<file path="config.mk">
export PLATFORM = sky130hd
export DESIGN_NAME = field_to_pwm_output
export DESIGN_NICKNAME = d
export VERILOG_FILES = /design/src/hw/pwm_out_pkg.sv /design/src/hw/pwm_core_if.sv /design/src/hw/pwm_period_gen.sv /design/src/hw/field_to_pwm_output.sv
export SDC_FILE = /design/constraint.sdc
export NUM_CORES = 1
export LEC_CHECK = 0
export BUFFER_PORTS_ARGS = -buffer_cell sky130_fd_sc_hd__buf_2
export CAP_MARGIN = 10
export CORE_MARGIN = 3
export CORE_UTILIZATION = 40
export DETAILED_ROUTE_END_ITERATION = 6
export PLACE_DENSITY = 0.63
export SLEW_MARGIN = 10
export SYNTH_ARGS = -nofsm -noshare
export SYNTH_HDL_FRONTEND = slang
export SYNTH_SLANG_ARGS = --single-unit
</file>
<file path="constraint.sdc">
create_clock -name aclk -period 8.5 [get_ports aclk]
set_input_delay 1.7 -clock aclk [delete_from_list [all_inputs] [get_ports aclk]]
set_output_delay 1.7 -clock aclk [all_outputs]
set_load 0.05 [all_outputs]
</file>
<file path="src/hw/pwm_out_pkg.sv">
package pwm_out_pkg;
    // Bus geometry
    localparam int ADDR_W = 8;
    localparam int DATA_W = 32;
    localparam int CODE_W = 12;
    localparam int CNT_W = 32;
    // Register byte offsets
    localparam logic [ADDR_W-1:0] CTRL_OFS = 8'h00;
    localparam logic [ADDR_W-1:0] STATUS_OFS = 8'h04;
    localparam logic [ADDR_W-1:0] PERIOD_OFS = 8'h08;
    localparam logic [ADDR_W-1:0] HIGH_OFS = 8'h0c;
    localparam logic [ADDR_W-1:0] MEAS_CNT_OFS = 8'h10;
    // Control field positions
    localparam int CTRL_WIDE_BIT = 0;
    localparam int CTRL_PUSH_BIT = 1;
    localparam int CTRL_TEST_EN_BIT = 2;
    // Status field positions
    localparam int STAT_CODE_LSB = 0;
    localparam int STAT_PEND_BIT = 12;
    localparam int STAT_COIL_BIT = 13;
    localparam int STAT_NEG_BIT = 14;
    localparam int STAT_REQ_BIT = 15;
    // Preset settings after power-up
    localparam logic CTRL_WIDE_RST = 1'b0;
    localparam logic CTRL_PUSH_RST = 1'b1;
    localparam logic CTRL_TEST_EN_RST = 1'b1;
    // Zero field code: half scale
    localparam logic [CODE_W-1:0] CODE_ZERO = 12'h800;
    localparam logic [CODE_W-1:0] CODE_FULL = 12'hfff;
    // Repetition rate preset and clock rate
    localparam int CLK_HZ = 250_000_000;
    localparam int RATE_HZ_RST = 1000;
    localparam int PERIOD_CYC_RST = CLK_HZ / RATE_HZ_RST;
    // AXI responses
    localparam logic [1:0] RESP_OKAY = 2'b00;
    localparam logic [1:0] RESP_SLVERR = 2'b10;
    // Self-test coil states
    typedef enum logic [0:0]
    {
        ST_IDLE = 1'b0,
        ST_COIL = 1'b1
    } test_state_e;
endpackage : pwm_out_pkg

</file>
<file path="src/hw/pwm_core_if.sv">
`timescale 1ns/1ps
// Link between register side and period generator
interface pwm_core_if;
    import pwm_out_pkg::*;
    logic [CNT_W-1:0] period;      // Period length in cycles
    logic [CODE_W-1:0] code;       // Code to apply next period
    logic take;                    // Pulse: code taken at period start
    logic level;                   // Current output phase, high first
    logic [CNT_W-1:0] high_cycles; // High time of current period
    // Generator side
    modport core
    (
        input period,
        input code,
        output take,
        output level,
        output high_cycles
    );
    // Control side
    modport ctrl
    (
        output period,
        output code,
        input take,
        input level,
        input high_cycles
    );
endinterface : pwm_core_if

</file>
<file path="src/hw/pwm_period_gen.sv">
`timescale 1ns/1ps
// Free-running period counter with high-first compare
module pwm_period_gen
(
    // Clock and reset
    input wire logic aclk,
    input wire logic aresetn,
    // Link to control side
    pwm_core_if.core pwm
);
    import pwm_out_pkg::*;

    localparam int PROD_W = CODE_W + CNT_W;

    logic [CNT_W-1:0] cnt_reg;     // Position inside period
    logic [CNT_W-1:0] high_reg;    // High time of running period
    logic first_reg;               // No period has started yet
    logic wrap;                    // Last cycle of a period
    logic [PROD_W-1:0] prod;       // Code times period
    logic [CNT_W-1:0] high_next;   // High time for coming period

    ////////////////////////////////////////////////////////////////
    // scaled high time
    assign prod = {{CNT_W{1'b0}}, pwm.code} *
                  {{CODE_W{1'b0}}, pwm.period};
    assign high_next = (pwm.code == CODE_FULL) ? pwm.period
                                                : prod[PROD_W-1:CODE_W];
    assign wrap = (cnt_reg >= pwm.period - 32'h1);
    // take code only at period boundary
    assign pwm.take = wrap | first_reg;
    assign pwm.level = !first_reg && (cnt_reg < high_reg);
    assign pwm.high_cycles = high_reg;

    ////////////////////////////////////////////////////////////////
    // free-running period counter
    always_ff @(posedge aclk)
    begin
        if (!aresetn)
        begin
            cnt_reg <= 32'h0;
            high_reg <= 32'h0;
            first_reg <= 1'b1;
        end
        else if (pwm.take)
        begin
            cnt_reg <= 32'h0;
            high_reg <= high_next;
            first_reg <= 1'b0;
        end
        else
        begin
            cnt_reg <= cnt_reg + 32'h1;
        end
    end
endmodule : pwm_period_gen

</file>
<file path="src/hw/field_to_pwm_output.sv">
`timescale 1ns/1ps
// Function
// - Half scale code means zero field
// - New result applies from next period
// - High ratio spans zero to full
// - Each period starts high, then low
// - Two range settings, narrow and wide
// - Repetition rate fixed at build time
// - Open drain or push-pull drive
// - Coil on while request held low
// - Coil polarity flips every request
// - Preset settings active from reset
module field_to_pwm_output
#(
    // Repetition period in clock cycles
    parameter int PERIOD_CYC = pwm_out_pkg::PERIOD_CYC_RST,
    // High-voltage variant: open drain only
    parameter bit HIGH_VOLTAGE = 1'b0
)
(
    // Clock and reset
    input wire logic aclk,
    input wire logic aresetn,
    // AXI4-Lite write address
    input wire logic [pwm_out_pkg::ADDR_W-1:0] s_axi_awaddr,
    input wire logic s_axi_awvalid,
    output logic s_axi_awready,
    // AXI4-Lite write data
    input wire logic [pwm_out_pkg::DATA_W-1:0] s_axi_wdata,
    input wire logic [3:0] s_axi_wstrb,
    input wire logic s_axi_wvalid,
    output logic s_axi_wready,
    // AXI4-Lite write response
    output logic [1:0] s_axi_bresp,
    output logic s_axi_bvalid,
    input wire logic s_axi_bready,
    // AXI4-Lite read address
    input wire logic [pwm_out_pkg::ADDR_W-1:0] s_axi_araddr,
    input wire logic s_axi_arvalid,
    output logic s_axi_arready,
    // AXI4-Lite read data
    output logic [pwm_out_pkg::DATA_W-1:0] s_axi_rdata,
    output logic [1:0] s_axi_rresp,
    output logic s_axi_rvalid,
    input wire logic s_axi_rready,
    // Measurement from converter
    input wire logic meas_valid,
    input wire logic [pwm_out_pkg::CODE_W-1:0] meas_code,
    output logic range_wide,
    // Self-test request pin
    input wire logic self_test_request_n,
    output logic coil_on,
    output logic coil_negative,
    // Pulse output pin
    output logic pwm_out,
    output logic pwm_oe
);
    import pwm_out_pkg::*;

    ////////////////////////////////////////////////////////////////
    // Declarations
    // Control register fields
    logic wide_reg, push_reg, test_en_reg;
    // Pending and applied field codes
    logic [CODE_W-1:0] pend_code_reg, applied_code_reg;
    logic pend_reg;
    // Measurement counter
    logic [DATA_W-1:0] meas_cnt_reg;
    // Self-test pin synchroniser
    logic req_s1_reg, req_s2_reg, req_s3_reg, req_low_reg;
    // Self-test coil control
    test_state_e test_state_reg, test_state_next;
    logic coil_neg_reg;
    // Output pin registers
    logic pwm_out_reg, pwm_oe_reg;
    // Write channel holding
    logic aw_held_reg, w_held_reg, bvalid_reg;
    logic [ADDR_W-1:0] awaddr_reg;
    logic [DATA_W-1:0] wdata_reg;
    logic [3:0] wstrb_reg;
    logic [1:0] bresp_reg;
    // Read channel
    logic rvalid_reg;
    logic [DATA_W-1:0] rdata_reg;
    logic [1:0] rresp_reg;
    // Decoded strobes
    logic aw_fire, w_fire, ar_fire, wr_do, wr_ctrl;
    logic wr_hit, rd_hit, push_eff;
    logic [DATA_W-1:0] rd_mux, status_word;
    // Generator link
    pwm_core_if pwm ();

    ////////////////////////////////////////////////////////////////
    // Period generator
    // period is a build-time constant
    assign pwm.period = CNT_W'(PERIOD_CYC);
    assign pwm.code = pend_code_reg;

    pwm_period_gen u_gen
    (
        .aclk(aclk),
        .aresetn(aresetn),
        .pwm(pwm.core)
    );

    ////////////////////////////////////////////////////////////////
    // Measurement capture
    // Latest result waits for the next period boundary
    always_ff @(posedge aclk)
    begin
        if (!aresetn)
        begin
            pend_code_reg <= CODE_ZERO;
            applied_code_reg <= CODE_ZERO;
            pend_reg <= 1'b0;
            meas_cnt_reg <= 32'h0;
        end
        else
        begin
            if (meas_valid)
            begin
                pend_code_reg <= meas_code;
                meas_cnt_reg <= meas_cnt_reg + 32'h1;
            end
            // Arrival wins over a same-cycle take
            if (meas_valid)
                pend_reg <= 1'b1;
            else if (pwm.take)
                pend_reg <= 1'b0;
            // Code in use for the period now starting
            if (pwm.take)
                applied_code_reg <= pend_code_reg;
        end
    end

    ////////////////////////////////////////////////////////////////
    // Self-test pin synchroniser
    // Three stages; level moves only when stages two and three agree
    always_ff @(posedge aclk)
    begin
        if (!aresetn)
        begin
            req_s1_reg <= 1'b1;
            req_s2_reg <= 1'b1;
            req_s3_reg <= 1'b1;
            req_low_reg <= 1'b0;
        end
        else
        begin
            req_s1_reg <= self_test_request_n;
            req_s2_reg <= req_s1_reg;
            req_s3_reg <= req_s2_reg;
            if (req_s2_reg == req_s3_reg)
                req_low_reg <= !req_s3_reg;
        end
    end

    ////////////////////////////////////////////////////////////////
    // Self-test coil state machine
    // coil held on while request low
    always_comb
    begin
        test_state_next = test_state_reg;
        unique case (test_state_reg)
            ST_IDLE:
            begin
                // Ignored unless the input is enabled
                if (req_low_reg && test_en_reg)
                    test_state_next = ST_COIL;
            end
            ST_COIL:
            begin
                // Release on the pin seen high again
                if (!req_low_reg)
                    test_state_next = ST_IDLE;
            end
        endcase
    end

    // State and polarity registers
    always_ff @(posedge aclk)
    begin
        if (!aresetn)
        begin
            test_state_reg <= ST_IDLE;
            coil_neg_reg <= 1'b0;
        end
        else
        begin
            test_state_reg <= test_state_next;
            // flip polarity when a request ends
            if (test_state_reg == ST_COIL && test_state_next == ST_IDLE)
                coil_neg_reg <= !coil_neg_reg;
        end
    end

    // Coil drive; polarity steady during a request
    assign coil_on = (test_state_reg == ST_COIL);
    assign coil_negative = coil_neg_reg;

    ////////////////////////////////////////////////////////////////
    // Output pin drive
    // high-voltage build forces open drain
    assign push_eff = push_reg && !HIGH_VOLTAGE;

    // Registered pin; one cycle behind the generator
    always_ff @(posedge aclk)
    begin
        if (!aresetn)
        begin
            pwm_out_reg <= 1'b0;
            pwm_oe_reg <= 1'b0;
        end
        else if (push_eff)
        begin
            // Push-pull: always driven
            pwm_out_reg <= pwm.level;
            pwm_oe_reg <= 1'b1;
        end
        else
        begin
            // Open drain: pull low only in the low phase
            pwm_out_reg <= 1'b0;
            pwm_oe_reg <= !pwm.level;
        end
    end

    assign pwm_out = pwm_out_reg;
    assign pwm_oe = pwm_oe_reg;
    assign range_wide = wide_reg;

    ////////////////////////////////////////////////////////////////
    // AXI4-Lite write path
    // Address and data may come in either order
    assign s_axi_awready = !aw_held_reg && !bvalid_reg;
    assign s_axi_wready = !w_held_reg && !bvalid_reg;
    assign aw_fire = s_axi_awvalid && s_axi_awready;
    assign w_fire = s_axi_wvalid && s_axi_wready;
    assign wr_do = aw_held_reg && w_held_reg && !bvalid_reg;
    assign wr_hit = (awaddr_reg[1:0] == 2'b00) &&
                    (awaddr_reg <= MEAS_CNT_OFS);
    assign wr_ctrl = wr_do && (awaddr_reg == CTRL_OFS) && wstrb_reg[0];

    // Hold each half until both are in
    always_ff @(posedge aclk)
    begin
        if (!aresetn)
        begin
            aw_held_reg <= 1'b0;
            w_held_reg <= 1'b0;
            awaddr_reg <= 8'h00;
            wdata_reg <= 32'h0;
            wstrb_reg <= 4'h0;
        end
        else
        begin
            if (aw_fire)
            begin
                aw_held_reg <= 1'b1;
                awaddr_reg <= s_axi_awaddr;
            end
            else if (wr_do)
                aw_held_reg <= 1'b0;
            if (w_fire)
            begin
                w_held_reg <= 1'b1;
                wdata_reg <= s_axi_wdata;
                wstrb_reg <= s_axi_wstrb;
            end
            else if (wr_do)
                w_held_reg <= 1'b0;
        end
    end

    // Response; read-only words accept and ignore
    always_ff @(posedge aclk)
    begin
        if (!aresetn)
        begin
            bvalid_reg <= 1'b0;
            bresp_reg <= RESP_OKAY;
        end
        else if (wr_do)
        begin
            bvalid_reg <= 1'b1;
            bresp_reg <= wr_hit ? RESP_OKAY : RESP_SLVERR;
        end
        else if (s_axi_bready)
            bvalid_reg <= 1'b0;
    end

    assign s_axi_bvalid = bvalid_reg;
    assign s_axi_bresp = bresp_reg;

    ////////////////////////////////////////////////////////////////
    // Control register
    // presets apply with no setup
    always_ff @(posedge aclk)
    begin
        if (!aresetn)
        begin
            wide_reg <= CTRL_WIDE_RST;
            push_reg <= CTRL_PUSH_RST;
            test_en_reg <= CTRL_TEST_EN_RST;
        end
        else if (wr_ctrl)
        begin
            wide_reg <= wdata_reg[CTRL_WIDE_BIT];
            push_reg <= wdata_reg[CTRL_PUSH_BIT];
            test_en_reg <= wdata_reg[CTRL_TEST_EN_BIT];
        end
    end

    ////////////////////////////////////////////////////////////////
    // AXI4-Lite read path
    // Status gathers own state for software
    assign status_word = {16'h0,
                          req_low_reg,
                          coil_neg_reg,
                          coil_on,
                          pend_reg,
                          applied_code_reg};
    assign rd_hit = (s_axi_araddr[1:0] == 2'b00) &&
                    (s_axi_araddr <= MEAS_CNT_OFS);
    // Word select; unmapped reads zero
    assign rd_mux =
        (s_axi_araddr == CTRL_OFS) ?
            {29'h0, test_en_reg, push_eff, wide_reg} :
        (s_axi_araddr == STATUS_OFS) ? status_word :
        (s_axi_araddr == PERIOD_OFS) ? pwm.period :
        (s_axi_araddr == HIGH_OFS) ? pwm.high_cycles :
        (s_axi_araddr == MEAS_CNT_OFS) ? meas_cnt_reg : 32'h0;
    assign s_axi_arready = !rvalid_reg;
    assign ar_fire = s_axi_arvalid && s_axi_arready;

    // One read outstanding; data held until taken
    always_ff @(posedge aclk)
    begin
        if (!aresetn)
        begin
            rvalid_reg <= 1'b0;
            rdata_reg <= 32'h0;
            rresp_reg <= RESP_OKAY;
        end
        else if (ar_fire)
        begin
            rvalid_reg <= 1'b1;
            rdata_reg <= rd_mux;
            rresp_reg <= rd_hit ? RESP_OKAY : RESP_SLVERR;
        end
        else if (s_axi_rready)
            rvalid_reg <= 1'b0;
    end

    assign s_axi_rvalid = rvalid_reg;
    assign s_axi_rdata = rdata_reg;
    assign s_axi_rresp = rresp_reg;

endmodule : field_to_pwm_output

</file>
* Word-level counts from Yosys, hierarchy flattened
Index checks and enable logic that the tools add are counted.
Storage, ports and cells: word-level logic and storage cells 99, register bits 185
Operators by class: add/sub/neg operators 2, multiply operators 1, order comparisons 4, reduce and logical (&&, ||, !) cells 33, multiplexer cells 21, eq/ne operators 6, bitwise operators 4
Operator list (number):
- two-way mux 32 bit | 6
- adder 32 x 1 -> 32 bit (second input constant) | 2
- >= comparator 32 x 18 -> 1 bit (second input constant) | 1
- < comparator 32 bit | 1
- multiplier 12 x 14 -> 26 bit (second input constant) | 1
- equality test 8 x 4 -> 1 bit (second input constant) | 2
- less-or-equal comparator 8 x 5 -> 1 bit (second input constant) | 2
- zero test 8 bit | 2
- logical AND 1 bit | 14
- equality test 12 bit (second input constant) | 1
- two-way mux 1 bit | 12
- nonzero test 2 bit | 5
- equality test 8 x 3 -> 1 bit (second input constant) | 1
- equality test 8 x 5 -> 1 bit (second input constant) | 1
- zero test 1 bit | 8
- zero test 2 bit | 2
- two-way mux 2 bit | 2
- NOT 1 bit | 3
- one-hot mux 1 bit (2 select lines) | 1
- AND reduction 2 bit | 1
- OR reduction 2 bit | 1
- equality test 1 bit | 1
- bitwise OR 1 bit | 1

* Logic depth before layout (Yosys ltp)
depth in word-level cells 6, gate-level depth with buffers 17, gate-level depth less buffers 17

* Hierarchy
A second synthesis with hierarchy kept.
Second synthesis, totals: cell total of the unflattened synthesis 2665, area, all modules 22211.3 um^2
By module, submodules not included:
- pwm_period_gen | cells an instance 2091, seq. area each 1301.2 um^2, times used 1, area an instance 16898.7 um^2
- field_to_pwm_output | cells an instance 574, seq. area each 2362.3 um^2, times used 1, area an instance 5312.6 um^2

* Worst setup path after synthesis
No wires, ideal clock.
path kind register to register, start point reg pend_code_reg[3], end point reg u_gen.high_reg[14], in the netlist u_gen.pwm.high_cycles[14], period minus slack after synthesis 4630 ps, arrival 4535 ps, slack 3870 ps, library setup time 95 ps, cell stages (with the launch flop) 16, cells stage by stage dfxtp_1 > fa_1 > ha_1 > fa_1 > fa_1 > inv_1 > fa_1 > inv_1 > ha_1 > o21ai_0 > a21oi_1 > or3b_2 > a31oi_1 > o31ai_1 > xnor2_1 > a221oi_1
Between the ends: cells in the longest elaborated chain, start to end 2
Ends and longest elaborated chain:
- from (decl) | line field_to_pwm_output.sv:65 | logic [CODE_W-1:0] pend_code_reg, applied_code_reg;
- from (signal assigned) | line field_to_pwm_output.sv:122 | pend_code_reg <= meas_code;
- multiplier 12 x 14 -> 26 bit or equality test 12 bit (tied branches) | line pwm_period_gen.sv:24, pwm_period_gen.sv:26
- two-way mux 32 bit (*) | line pwm_period_gen.sv:26 | assign high_next = (pwm.code == CODE_FULL) ? pwm.period
- to (signal assigned) | line pwm_period_gen.sv:47 | high_reg <= high_next;
- to (decl) | line pwm_period_gen.sv:16 | logic [CNT_W-1:0] high_reg;
Every way passes the cells marked *; elsewhere a longest branch is shown, timed or not. A chain may end at the register's enable or synchronous reset.

* Worst setup path in the final report
Ends and elaborated chain as after synthesis.

==> impl_results.md <==
- Dpl cells: 1441
- DRT iter0 DRCs: 463
- Worst Path Arrival: 5.50 ns
- Inserted Clock Buffers: 17
- CTS resizes: 0
- Largest net degree at the start of global routing: 108
- Part of the power in registers: 39.7%
- Antenna Diode Count: 0
- Synth cell count leaders: 169 x dfxtp_1, 117 x nand2_1, 107 x nor2_1
- Clock power frac: 34.0%
- Rows: 55
- Final instance area: 10800 um^2
- Post-synth EDFFs: 0
- Hold slack: 0.415 ns
- Cell taking the most area after synthesis: dfxtp_1
- Htree depth: 4
- Syn-to-layout area delta: 13.5%
- Core area: 23100 um^2
- RSZ-0062 raised after global routing: false
- Die Wd: 160 um
- Cell Area, Placed: 10300 um^2
- CP startpoint: pend_code_reg[3]
- Total I/O pin count: 119
- Non-filler cells, final: 1474
- P_leak: 0.00494 uW
- Total iterations of the first detailed-routing run: 5
- Switching Fraction: 32.9%
- Internal power: 1510 uW
- DR vias: 7394
- Count of cell types in the netlist: 61
- Die ar.: 25800 um^2
- Wirelength per Cell: 14.7 um
- Power per cell area: 207 nW/um^2
- Final Max Slew Viols: 0
- Minimum clock period: 5.18 ns
- Fin Clk Skew: 0.0103 ns
- GPL Wtd Cong: 0.832
- Largest fanout on the critical path: 9
- Synth Warn #: 0
- DRC viols: 0
- Hold_buf cts: 0
- Hold depth: 1
- Avg Inst Size Synth: 8.94 um^2
- Post-synthesis cell area: 9540 um^2
- Root Driver: clkbuf_16
- Antenna violations before repair: 0
- Critical Path Source Type: flip-flop
- Clock Path Buffers: 2
- WHS Endpoint: req_s2_reg
- Main synth FF type: dfxtp_1
- Filler cells: 2241
- Relative slew slack: 23.0%
- Hold Crit Class: flip-flop to flip-flop
- Vias per cell: 5.02
- Critical path type: flip-flop to flip-flop
- Port Buffers: 84
- Vias in the first global route: 7431
- Post-layout util: 47.0%
- DPL Wire Length: 16.2 mm
- Synth area leaders: dfxtp_1 35%, ha_1 13%, fa_1 7.1%, nand2_1 4.6%, nor2_1 4.2%
- Setup slack, reg-to-reg: 3.32 ns
- Final ANT Viol Nets: 0
- Final hold violations: 0
- Post-CTS setup buffers: 0
- Post-Syn Instances: 1068
- Worst reg2reg startpoint: pend_code_reg[3]
- Nets: 1354
- FF-to-FF path depth: 15
- Most common cell in the synthesized netlist: dfxtp_1
- GR Util All Layers: 17.2%
- Outcome: finished, final reports clean
- Clk pin slew, worst setup/hold paths: 0.07 ns
- Yosys top cell area share: 35.4%
- Layout cells sized above 1: 11.6%
- Post-synthesis sequential area ratio: 35.4%
- GRT overflow: 0
- Yosys reg bits: 169
- Ys async rst share: 0%
- Max cap viols: 0
- CTS tree: built
- Setup violators final: 0
- TNS Setup: 0 ns
- Global-route wire length before repair: 36.4 mm
- Fmax achieved: 193 MHz
- Worst IR drop on VDD: 134 uV
- Initial Util: 41.4%
- Die Height: 160 um
- Post-Route WL: 21.7 mm
- Worst-Margin Slew: 1.16 ns
- Endpoint class of the critical path: flip-flop
- Critical Path RT: 8.82 ns
- Net Sw Power: 740 uW
- Worst R2R End: u_gen.pwm.high_cycles[14]
- Combinational Power Share: 26.3%
- Hold Crit Start: req_s1_reg
- Clock latency on the worst-skew pair: 0.43 ns
- Crit share post-route: 60.9%
- Clock sink total: 169
-- layout make-up --
| type | instances | area, um^2 | share of cell area, % |
|---|---|---|---|
| Clock buffer | 19 | 443 | 4.09 |
| Clock inverter | 13 | 135 | 1.25 |
| Inverter | 93 | 350 | 3.23 |
| Multi-Input combinational cell | 779 | 5690 | 52.5 |
| Sequential cell | 169 | 3380 | 31.2 |
| Tap cell | 313 | 392 | 3.61 |
| Timing Repair Buffer | 88 | 448 | 4.13 |
-- layout by cell type (no fill, tap or decap), drive strengths merged, types with 4 or more instances in the layout --
cell type  count
xor2          31
nand2b        12
a21o          11
clkbuf        20
fa            34
nor2b          9
nand4         12
nor2         107
a22oi         10
xnor2         32
a31oi          4
nand3         36
buf           87
nor4           6
and4           4
o31ai          5
a221oi         7
a21oi         73
conb          16
ha            99
clkinv         6
a22o          13
o21ai         33
or4            4
inv           99
nand2        117
a221o          5
o21a           4
a32oi          5
and3          14
dfxtp        169
and2           7
mux2i         28
or3            4
nor3          15
-- power by group through the flow --
stage	sequential (uW)	clock, uW	combinational [uW]
finish	892	764	591
global route	896	810	685
CTS	891	781	602
detailed placement	908	0	594
global placement	907	0	588
floorplan	893	0	456
-- metrics by stage --
stage | setup WS, ns | total power [uW]
5_1_grt | 3.03 | 2390
3_5_place_dp | 3.36 | 1500
3_3_place_gp | 3.39 | 1500
2_1_floorplan | 3.87 | 1350
6_report | 3.32 | 2250
4_1_cts | 3.32 | 2270
-- cells by family after synthesis --
kind of cell    synth area share, %
compound gates                 13.0
xor+xnor                       5.78
fa+ha+maj                      20.1
buf+inv                        5.60
flops                          35.4
mux                            2.94
other cells                  0.0393
simple gates                   17.1
-- metal layers --
layer	vias up	global-route usage (%)	share of wire [%]
met1	3481	21.2	46
met4	0	4.93	1.5
met2	115	30.9	50
met5	-	0	0
li1	3779	-	-
met3	19	2.94	3.1
-- worst max-delay path by stage --
stage	end	slack, ns	cells past startpoint
after floorplan	u_gen.pwm.high_cycles[14]	3.87	15
after global placement	u_gen.pwm.high_cycles[14]	3.39	15
after detailed placement	u_gen.pwm.high_cycles[14]	3.36	15
after CTS	u_gen.pwm.high_cycles[14]	3.32	15
after global routing	u_gen.pwm.high_cycles[14]	3.03	16
final	u_gen.pwm.high_cycles[14]	3.32	15
-- worst max-delay path: stages (launching register included) --
cell and delay, ns:
dfxtp_1 0.63, fa_1 0.52, ha_1 0.33, fa_1 0.46
fa_1 0.54, inv_1 0.06, fa_1 0.54, inv_1 0.04
ha_1 0.34, o21ai_0 0.16, a21oi_1 0.11, or3b_2 0.46
a31oi_1 0.32, o31ai_1 0.14, xnor2_1 0.14, a221oi_1 0.27
No activity file was read; power rests on OpenSTA's default activity.
